===== config.mk =====
export PLATFORM = sky130hd
export DESIGN_NAME = acc_top
export DESIGN_NICKNAME = d
export VERILOG_FILES = /design/src/verilog/acc_pkg.sv /design/src/verilog/acc_top.sv
export SDC_FILE = /design/constraint.sdc
export NUM_CORES = 1
export LEC_CHECK = 0
export BUFFER_PORTS_ARGS = -buffer_cell sky130_fd_sc_hd__buf_2
export CORE_MARGIN = 5
export CORE_UTILIZATION = 43
export CTS_BUF_LIST = sky130_fd_sc_hd__clkbuf_8
export DETAILED_ROUTE_END_ITERATION = 8
export GPL_TIMING_DRIVEN = 0
export PLACE_DENSITY = 0.92
export REMOVE_ABC_BUFFERS = 1
export SLEW_MARGIN = 10
export SYNTH_ARGS = -nofsm -noshare
export SYNTH_HDL_FRONTEND = slang
export SYNTH_SLANG_ARGS = --single-unit
export TNS_END_PERCENT = 5

===== constraint.sdc =====
create_clock -name pclk -period 1.3 [get_ports pclk]
set_input_delay 0.39 -clock pclk [delete_from_list [all_inputs] [get_ports pclk]]
set_output_delay 0.39 -clock pclk [all_outputs]
set_load 0.01 [all_outputs]

===== src/verilog/acc_pkg.sv =====
// Constants and types shared by the analog comparator control block.
package acc_pkg;

    // Register indices; the byte address on the bus is four times the index.
    localparam logic [2:0] ACC_IDX_CTRL = 3'h0;
    localparam logic [2:0] ACC_IDX_INSEL = 3'h2;
    localparam logic [2:0] ACC_IDX_REFLVL = 3'h4;
    localparam logic [2:0] ACC_IDX_INTEN = 3'h6;
    localparam logic [2:0] ACC_IDX_STATUS = 3'h7;
    localparam int ACC_IDX_SHIFT = 2;
    localparam int ACC_ADDR_W = 5;

    // Field positions in comparator_control.
    localparam int ACC_CTRL_ENABLE = 0;
    localparam int ACC_CTRL_HYS_LO = 1;
    localparam int ACC_CTRL_LOWPWR = 3;
    localparam int ACC_CTRL_EDGE_LO = 4;
    localparam int ACC_CTRL_PADOE = 6;
    localparam int ACC_CTRL_RUNSTBY = 7;

    // Field positions in input_select.
    localparam int ACC_INSEL_NEG_LO = 0;
    localparam int ACC_INSEL_POS_LO = 3;
    localparam int ACC_INSEL_INVERT = 7;

    // Field positions in interrupt_enable_reg and comparator_status.
    localparam int ACC_INTEN_CMP = 0;
    localparam int ACC_STAT_FLAG = 0;
    localparam int ACC_STAT_STATE = 4;

    // Writable bit masks of the control, input select and interrupt enable registers.
    localparam logic [7:0] ACC_CTRL_MASK = 8'hff;
    localparam logic [7:0] ACC_INSEL_MASK = 8'h9b;
    localparam logic [7:0] ACC_INTEN_MASK = 8'h01;

    // Reset values.
    localparam logic [7:0] ACC_CTRL_RST = 8'h00;
    localparam logic [7:0] ACC_INSEL_RST = 8'h00;
    localparam logic [7:0] ACC_REFLVL_RST = 8'hff;
    localparam logic [7:0] ACC_INTEN_RST = 8'h00;

    // Status state bit lags the comparator output by this many clocks.
    localparam int ACC_STATE_LAG = 3;

    // Edge selection codes.
    typedef enum logic [1:0] {
        ACC_EDGE_ANY = 2'h0,
        ACC_EDGE_RSVD = 2'h1,
        ACC_EDGE_FALL = 2'h2,
        ACC_EDGE_RISE = 2'h3
    } acc_edge_e;

    // Sleep state reported by the power manager.
    typedef enum logic [1:0] {
        ACC_SLP_ACTIVE = 2'h0,
        ACC_SLP_IDLE = 2'h1,
        ACC_SLP_STANDBY = 2'h3,
        ACC_SLP_PWRDOWN = 2'h2
    } acc_sleep_e;

endpackage : acc_pkg


===== src/verilog/acc_top.sv =====
// Analog comparator digital control: registers, output path, event and interrupt.
//
// Local design decision: the APB interface to the registers.
`timescale 1ns/10ps

// Functional notes
// Comparator output is high only when positive input exceeds negative input.
// Result is refreshed continuously and offered to software, events and pad.
// Software sets pins, selects inputs, optional pad enable, then enable last.
// Software ignores the output during the start-up time after enabling.
// Software sets the pad's port direction to output while comparator is off.
// Two-bit hysteresis field selects none or one of three levels.
// Positive field picks one of four pins; negative picks three pins or reference.
// Low-power bit selects reduced current with longer propagation delay.
// Pad output enable routes the comparator output to its pin.
// Flag is raised on rising, falling or both edges per edge select.
// Interrupt request only when the interrupt enable bit is one.
// Selected edge sets the compare flag whether or not interrupt enabled.
// Request is high while enable and flag are set, until flag cleared.
// One asynchronous level event follows the comparator output level.
// The block takes no incoming events.
// In idle sleep everything keeps working as in active mode.
// Standby disables the comparator unless run-in-standby is set.
// Power-down disables comparator and pad output regardless of settings.
// Edge codes: 0 both, 2 falling, 3 rising, 1 reserved.
// Writing one to the compare flag clears it; zero leaves it.
// Status state bit follows the output through a three-cycle synchronizer.
// Invert bit inverts the output before every consumer.
// Edge detection compares current and previous synchronized samples.
// Reserved offsets read zero and ignore writes; unused bits read zero.
module acc_top
    import acc_pkg::*;
(
    input wire logic pclk, // Peripheral clock, 20 MHz.
    input wire logic presetn, // Asynchronous reset, active low.
    input wire logic psel, // APB select.
    input wire logic penable, // APB access phase.
    input wire logic pwrite, // APB direction, high for write.
    input wire logic [31:0] paddr, // APB byte address.
    input wire logic [31:0] pwdata, // APB write data.
    input wire logic [3:0] pstrb, // APB byte strobes.
    output logic [31:0] prdata, // APB read data.
    output logic pready, // APB ready, always high.
    output logic pslverr, // APB error, always low.
    input wire logic [1:0] sleep_mode, // Sleep state from power manager.
    input wire logic analog_result, // Raw comparator decision, asynchronous.
    output logic analog_enable, // Powers the comparator core.
    output logic [1:0] hysteresis_select, // Hysteresis level to the core.
    output logic low_power_select, // Reduced-current mode to the core.
    output logic [1:0] positive_input_select, // Positive pin selection.
    output logic [1:0] negative_input_select, // Negative pin or reference selection.
    output logic [7:0] internal_reference_level, // Reference divider setting.
    output logic event_out, // Asynchronous level event.
    output logic pad_out, // Output pad data.
    output logic pad_oe, // Output pad enable.
    output logic irq // Interrupt request, level.
);

    logic [7:0] ctrl_q;
    logic [7:0] insel_q;
    logic [7:0] reflvl_q;
    logic [7:0] inten_q;
    logic flag_q;
    logic sync1_q;
    logic sync2_q;
    logic state_q;
    logic [31:0] prdata_q;
    logic wr_en;
    logic rd_setup;
    logic [2:0] reg_idx;
    logic addr_ok;
    logic core_active;
    logic out_level;
    logic edge_hit;
    logic clear_req;
    acc_sleep_e sleep;
    acc_edge_e edge_sel;

    // Register index is valid when it names one of the five mapped registers.
    function automatic logic idx_mapped(input logic [2:0] idx);
        idx_mapped = (idx == ACC_IDX_CTRL) || (idx == ACC_IDX_INSEL)
            || (idx == ACC_IDX_REFLVL) || (idx == ACC_IDX_INTEN)
            || (idx == ACC_IDX_STATUS);
    endfunction : idx_mapped

    assign sleep = acc_sleep_e'(sleep_mode);
    assign edge_sel = acc_edge_e'(ctrl_q[ACC_CTRL_EDGE_LO +: 2]);
    assign reg_idx = paddr[ACC_IDX_SHIFT +: 3];
    assign addr_ok = (paddr[1:0] == 2'h0) && (paddr[31:ACC_ADDR_W] == '0);
    assign wr_en = psel && penable && pwrite && addr_ok && pstrb[0];
    assign rd_setup = psel && !penable && !pwrite;
    assign pready = 1'b1;
    assign pslverr = 1'b0;
    assign prdata = prdata_q;

    // The core runs when enabled unless sleep forbids it; idle keeps it as in active mode.
    always_comb begin
        unique case (sleep)
            ACC_SLP_ACTIVE, ACC_SLP_IDLE: core_active = ctrl_q[ACC_CTRL_ENABLE];
            ACC_SLP_STANDBY: core_active = ctrl_q[ACC_CTRL_ENABLE]
                && ctrl_q[ACC_CTRL_RUNSTBY];
            ACC_SLP_PWRDOWN: core_active = 1'b0;
        endcase
    end

    // The analog core reports positive above negative as a one.
    assign out_level = core_active && (analog_result ^ insel_q[ACC_INSEL_INVERT]);

    assign analog_enable = core_active;
    assign hysteresis_select = ctrl_q[ACC_CTRL_HYS_LO +: 2];
    assign low_power_select = ctrl_q[ACC_CTRL_LOWPWR];
    assign positive_input_select = insel_q[ACC_INSEL_POS_LO +: 2];
    assign negative_input_select = insel_q[ACC_INSEL_NEG_LO +: 2];
    assign internal_reference_level = reflvl_q;

    // The event and pad are combinational so they work without the clock.
    assign event_out = out_level;
    assign pad_out = out_level;
    assign pad_oe = ctrl_q[ACC_CTRL_PADOE] && core_active;

    // No event input exists on this block.


    always_ff @(posedge pclk or negedge presetn) begin
        if (!presetn) begin
            ctrl_q <= ACC_CTRL_RST;
        end else if (wr_en && reg_idx == ACC_IDX_CTRL) begin
            ctrl_q <= pwdata[7:0] & ACC_CTRL_MASK;
        end
    end

    always_ff @(posedge pclk or negedge presetn) begin
        if (!presetn) begin
            insel_q <= ACC_INSEL_RST;
        end else if (wr_en && reg_idx == ACC_IDX_INSEL) begin
            insel_q <= pwdata[7:0] & ACC_INSEL_MASK;
        end
    end

    always_ff @(posedge pclk or negedge presetn) begin
        if (!presetn) begin
            reflvl_q <= ACC_REFLVL_RST;
        end else if (wr_en && reg_idx == ACC_IDX_REFLVL) begin
            reflvl_q <= pwdata[7:0];
        end
    end

    always_ff @(posedge pclk or negedge presetn) begin
        if (!presetn) begin
            inten_q <= ACC_INTEN_RST;
        end else if (wr_en && reg_idx == ACC_IDX_INTEN) begin
            inten_q <= pwdata[7:0] & ACC_INTEN_MASK;
        end
    end

    // Two synchronizer stages then the status copy give the three-cycle lag.
    always_ff @(posedge pclk or negedge presetn) begin
        if (!presetn) begin
            sync1_q <= 1'b0;
            sync2_q <= 1'b0;
            state_q <= 1'b0;
        end else begin
            sync1_q <= out_level;
            sync2_q <= sync1_q;
            state_q <= sync2_q;
        end
    end

    // The status copy doubles as the previous sample for edge detection.
    always_comb begin
        unique case (edge_sel)
            ACC_EDGE_ANY: edge_hit = sync2_q != state_q;
            ACC_EDGE_FALL: edge_hit = !sync2_q && state_q;
            ACC_EDGE_RISE: edge_hit = sync2_q && !state_q;
            ACC_EDGE_RSVD: edge_hit = 1'b0;
        endcase
    end

    assign clear_req = wr_en && reg_idx == ACC_IDX_STATUS && pwdata[ACC_STAT_FLAG];

    // A new edge in the clearing cycle wins so no event is lost.
    always_ff @(posedge pclk or negedge presetn) begin
        if (!presetn) begin
            flag_q <= 1'b0;
        end else if (edge_hit) begin
            flag_q <= 1'b1;
        end else if (clear_req) begin
            flag_q <= 1'b0;
        end
    end

    assign irq = flag_q && inten_q[ACC_INTEN_CMP];

    // Read data is captured in the setup phase and shown during the access phase.
    always_ff @(posedge pclk or negedge presetn) begin
        if (!presetn) begin
            prdata_q <= 32'h0000_0000;
        end else if (rd_setup) begin
            prdata_q <= 32'h0000_0000;
            if (addr_ok && idx_mapped(reg_idx)) begin
                unique case (reg_idx)
                    ACC_IDX_CTRL: prdata_q[7:0] <= ctrl_q;
                    ACC_IDX_INSEL: prdata_q[7:0] <= insel_q;
                    ACC_IDX_REFLVL: prdata_q[7:0] <= reflvl_q;
                    ACC_IDX_INTEN: prdata_q[7:0] <= inten_q;
                    ACC_IDX_STATUS: begin
                        prdata_q[ACC_STAT_STATE] <= state_q;
                        prdata_q[ACC_STAT_FLAG] <= flag_q;
                    end
                    default: prdata_q[7:0] <= 8'h00;
                endcase
            end
        end
    end

endmodule : acc_top


* After elaboration in Yosys (flattened, before gate mapping) *
Cells that the tools add are included.

word-level totals
  bits in latches = 0
  memory bits (writable) = 0
  flip-flop bits (word level) = 34
  memories kept = 0
  bits of input ports = 76
  bits in read-only memories = 0
  output and inout bits = 54

operators by class
  muxes and demuxes = 9
  order comparisons = 0
  $mul = 0
  shifts and indexed selects = 0
  divide/modulo/power cells = 0
  eq/ne operators = 11
  add/subtract/negate cells = 0
  reduce and logical (&&, ||, !) cells = 35
  bitwise operators = 1

operator list
  kind                count
  $logic_not 27->1    1
  $logic_and 1x1->1   20
  $pmux 3 s3          2
  $eq 3x3->1 const B  3
  $eq 2x2->1 const B  4
  $mux 8              1
  $pmux 1 s4          2
  $logic_not 2->1     3
  $pmux 1 s5          1
  $eq 2x1->1 const B  2
  $logic_not 1->1     4
  $logic_or 1x1->1    4
  $eq 3x2->1 const B  1
  $logic_not 3->1     1
  $pmux 1 s3          1
  $mux 1              2
  $reduce_bool 2->1   1
  $reduce_or 2->1     1
  $ne 1x1->1          1
  $xor 1x1->1         1

* Depth between registers and ports, before layout *
  word-level depth = 8
  mapped depth = 6
  gate-level depth less buffers = 5

* Least setup slack after synthesis *
OpenSTA, ideal clock, no wires.

  path kind = input to register
  start = input paddr[19]
  end = register reflvl_q[0] (netlist: internal_reference_level[0])
  stages on the path = 4
  path slack = -0.704 ns
  data arrival time = 1.922 ns
  data required time = 1.218 ns
  setup time = 0.082 ns
  cells stage by stage = nor4_1 -> nand4_2 -> nor4_4 -> mux2_2

between the ends
  word-level cells in the longest chain between the ends = 5

ends and longest elaborated chain
  item                             RTL line        RTL
  start, declared                  acc_top.sv:39   input wire logic [31:0] paddr,
  $logic_not 27->1                 acc_top.sv:89   assign addr_ok = (paddr[1:0] == 2'h0) && (paddr[31:ACC_ADDR_W] == '0);
  $logic_and 1x1->1                acc_top.sv:89
  $logic_and 1x1->1 (2 in series)  acc_top.sv:90   assign wr_en = psel && penable && pwrite && addr_ok && pstrb[0];
  $logic_and 1x1->1                acc_top.sv:143  end else if (wr_en && reg_idx == ACC_IDX_REFLVL) begin
  end signal, assigned             acc_top.sv:144  reflvl_q <= pwdata[7:0];
  end, declared                    acc_top.sv:61   logic [7:0] reflvl_q;

No other way between the ends.
A chain may end at the register's enable or synchronous reset.

* Final worst setup path *
  start = input paddr[16]
  end = register reflvl_q[4] (netlist: internal_reference_level[4])

The elaborated chain is that of the path after synthesis.

==> impl_results.rst <==
.. list-table::
   :header-rows: 1

   * - Metric
     - Value
   * - Startpoint-to-endpoint class of the critical path
     - in -> reg
   * - Area of the multi-input gates
     - 1157 um2
   * - Number of placed cells counting well taps
     - between 200 and 300
   * - First DRT Iteration DRCs
     - 95
   * - Synth warnings
     - 0
   * - Post-detailed-route wirelength per cell
     - approximately 17 um
   * - Routed wire length
     - between 5 and 6 mm
   * - Maximum buffer depth of the clock tree
     - 2
   * - Port Buf Inserts
     - 76
   * - Power density normalized to cell area
     - about 800 nW/um2
   * - Worst path setup slack after routing
     - -380.0 ps
   * - Syn Area/Cell
     - roughly 11 um2
   * - Cell area after technology mapping
     - between 1500 and 2000 um2
   * - Die area
     - roughly 6000 um2
   * - Layout area overhead
     - 43.88%
   * - FF-to-FF setup slack
     - ~120 ps
   * - Detail-routed via count per cell
     - just over 5
   * - Area share of the largest cell type after synthesis
     - between 30% and 40%
   * - Leading area contributor after synthesis
     - sky130_fd_sc_hd__dfrtp_1
   * - Count of final setup violators
     - between 40 and 50
   * - Top post-synthesis cells by area
     - sky130_fd_sc_hd__dfrtp_1, sky130_fd_sc_hd__mux2_2, sky130_fd_sc_hd__buf_4, sky130_fd_sc_hd__dfstp_2, sky130_fd_sc_hd__mux2i_1
   * - Most instantiated flip-flop cell in the synthesis netlist
     - sky130_fd_sc_hd__dfrtp_1
   * - Final critical path time including I/O delays and setup
     - approximately 1700 ps
   * - Inserted Clock Buffers
     - 5
   * - Cell with the most instances after synthesis
     - sky130_fd_sc_hd__buf_4
   * - Die X-Extent
     - between 70 and 80 um
   * - CTS tree
     - built
   * - RSZ-0062 raised after global routing
     - true
   * - Grt total ovfl
     - 0
   * - Violated checks
     - negative setup slack
   * - Static power due to leakage
     - ~1.4 nW
   * - TritonCTS Sinks
     - 34
   * - Final max-slew violation count
     - 0
   * - Endpoint required time on the critical path
     - 1520 ps
   * - Part of the cycle the worst path needs
     - 129.2%
   * - Synthesis-stage register bit count
     - 34
   * - Residual DRC count
     - 0
   * - Ratio of cells with drive above 1 in the final layout
     - 58.30%
   * - Placed cell area
     - approximately 2200 um2
   * - Data arrival time of the critical path
     - between 1500 and 2000 ps
   * - Max_cap viols
     - 0
   * - Number of enable flip-flop cells after synthesis
     - 0
   * - Top Ports
     - 130
   * - Tot Pwr
     - ~2.3 mW
   * - Via count of the routed design
     - roughly 1600
   * - Clock Skew
     - ~4.7 ps
   * - Unique masters post-synth
     - 34
   * - Placement Setup Slack
     - -1092 ps
   * - Peak clock frequency supported by timing
     - 595.2 MHz
   * - Synth async-reset ratio
     - 100.0%
   * - Clock transition time at the flip-flop clock pins of the worst setup and hold paths
     - about 70 ps
   * - Outcome
     - finished with violations
   * - Nets@finish
     - approximately 340
   * - Antenna Cells
     - 0
   * - Post-Synthesis Cells
     - between 150 and 200
   * - Starting utilization of the core area
     - between 40% and 50%
   * - Actual slew at the worst max-slew pin
     - about 760 ps
   * - Clock root buffer
     - sky130_fd_sc_hd__clkbuf_8
   * - Worst slew margin relative to its limit
     - ~49%
   * - Worst reg-to-reg path cell count
     - 4
   * - Final weighted congestion of routability-driven global placement
     - roughly 0.81
   * - Antenna-violating nets left
     - 0
   * - Core ar.
     - between 4000 and 5000 um2
   * - Fin Hold WS
     - between 150 and 200 ps
   * - Number of buffers added to fix hold violations after cts
     - 0
   * - Utilization after layout
     - roughly 64%
   * - Global-route usage over all layers
     - around 18%
   * - Worst r2r src
     - ctrl_q[4]
   * - Maximum vdd drop
     - 0.6001 mV
   * - Total non-filler cell area in the finished layout
     - 2810 um2
   * - Maximum number of pins on one net before global-route repair
     - 35
   * - Final-layout setup total negative slack
     - -11460 ps
   * - Vias in the first global route
     - between 1500 and 2000
   * - First-pass GRT wire length
     - 8.459 mm
   * - Seq/Total Area, Yosys
     - between 40 and 50%
   * - Final HPWL DP
     - approximately 3.8 mm
   * - Clock latency reported for the late side of the worst-skew pair
     - slightly below 300 ps
   * - Max FO, Critical Path
     - 4
   * - Startpoint types
     - primary input
   * - Endpoint of the lowest-slack register-to-register path
     - prdata[4]
   * - Number of inserted filler cells in the final layout
     - approximately 320
   * - Final Instance Count excl. Fillers
     - approximately 310
   * - Footprint of the flip-flops and latches
     - roughly 860 um2
   * - Endpoints failing hold
     - 0
   * - Path type of the worst min-delay path
     - in -> async
   * - Number of iterations in the first detailed-routing pass
     - 4
   * - Core Rows
     - 24
   * - Die height
     - between 70 and 80 um
   * - Most instantiated cells after synthesis
     - sky130_fd_sc_hd__buf_4, sky130_fd_sc_hd__dfrtp_1, sky130_fd_sc_hd__mux2_2
   * - Nature of the critical path endpoint
     - flip-flop
   * - Initial antenna violation count
     - 0
   * - Number of levels the H-tree was split into
     - 2
[power breakdown]
part,switching (mW),internal (mW)
sequential,0.000000000769,1.06
combinational,0.148,0.0906
clock,0.399,0.558
[per-layer routing]
layer	track usage (%)	vias up	routed length, um
met5	0	-	0
met1	20.84	781	2055
met3	6.944	6	523
li1	-	733	-
met4	4.639	0	48
met2	30.47	79	2668
[critical path: stages]
cell	delay, ps
sky130_fd_sc_hd__buf_6	100
sky130_fd_sc_hd__nor4_4	280
sky130_fd_sc_hd__nand4_2	170
sky130_fd_sc_hd__buf_6	180
sky130_fd_sc_hd__nor4_4	270
sky130_fd_sc_hd__buf_4	200
sky130_fd_sc_hd__mux2_4	310
[what timing repair did]
| item | CTS | global route |
|---|---|---|
| buffers inserted | 11 | 1 |
| resized for setup | 67 | 7 |
| pin swaps | 19 | 6 |
| setup endpoints to repair | 44 | 44 |
[final cells by class]
cell class / instances / share of cell area (%)
sequential: 34 / 30.63
tap: 52 / 2.315
multi-input combinational: 127 / 41.18
clock buffer: 5 / 2.449
timing repair buffer: 88 / 21.82
inverter: 2 / 0.2671
clock inverter: 3 / 1.336
[flip-flops by register name (all words and copies together), names as in the netlist]
signal and count:
sync1_q 1, insel_q 5, flag_q 1, sync2_q 1, prdata 8, ctrl_q 8
internal_reference_level 8, state_q 1, inten_q 1
[cell families after synthesis]
| kind of cell | synth area share, % |
|---|---|
| AND/OR/NAND/NOR | 15.18 |
| buffers and inverters | 14.03 |
| flip-flops | 44.07 |
| multiplexers | 17.94 |
| AO/OA/AOI/OAI | 6.663 |
| adder cells (fa/ha/maj) | 1.281 |
| other | 0.3845 |
| XOR/XNOR | 0.4485 |
[cell usage in the layout (no fill, tap or decap), types with 2 or more instances in the layout]
| cell | count |
|---|---|
| sky130_fd_sc_hd__ha_1 | 2 |
| sky130_fd_sc_hd__o31ai_4 | 2 |
| sky130_fd_sc_hd__buf_2 | 57 |
| sky130_fd_sc_hd__o31ai_1 | 3 |
| sky130_fd_sc_hd__nand2_1 | 15 |
| sky130_fd_sc_hd__nor3_2 | 2 |
| sky130_fd_sc_hd__conb_1 | 26 |
| sky130_fd_sc_hd__buf_4 | 8 |
| sky130_fd_sc_hd__nor2_1 | 8 |
| sky130_fd_sc_hd__dfrtp_1 | 26 |
| sky130_fd_sc_hd__mux2_2 | 3 |
| sky130_fd_sc_hd__dfstp_2 | 8 |
| sky130_fd_sc_hd__inv_1 | 4 |
| sky130_fd_sc_hd__nand4_1 | 2 |
| sky130_fd_sc_hd__nor4_4 | 7 |
| sky130_fd_sc_hd__mux2_4 | 21 |
| sky130_fd_sc_hd__and2_4 | 2 |
| sky130_fd_sc_hd__clkbuf_8 | 5 |
| sky130_fd_sc_hd__mux2i_1 | 8 |
| sky130_fd_sc_hd__buf_6 | 22 |
| sky130_fd_sc_hd__a21oi_1 | 3 |
| sky130_fd_sc_hd__o31ai_2 | 3 |
| sky130_fd_sc_hd__or4_4 | 2 |
[how the worst max path moves through the flow]
stage          startpoint  cells after the start                          end  slack [ps]
2_1_floorplan   paddr[19]                      4  internal_reference_level[0]        -700
3_3_place_gp    paddr[23]                      5  internal_reference_level[1]       -1080
3_5_place_dp    paddr[11]                      5  internal_reference_level[5]       -1090
4_1_cts         paddr[16]                      6                    prdata[1]        -350
5_1_grt         paddr[17]                      7                    ctrl_q[6]        -430
6_report        paddr[16]                      7  internal_reference_level[4]        -380
No activity file was read; power rests on OpenSTA's default activity.
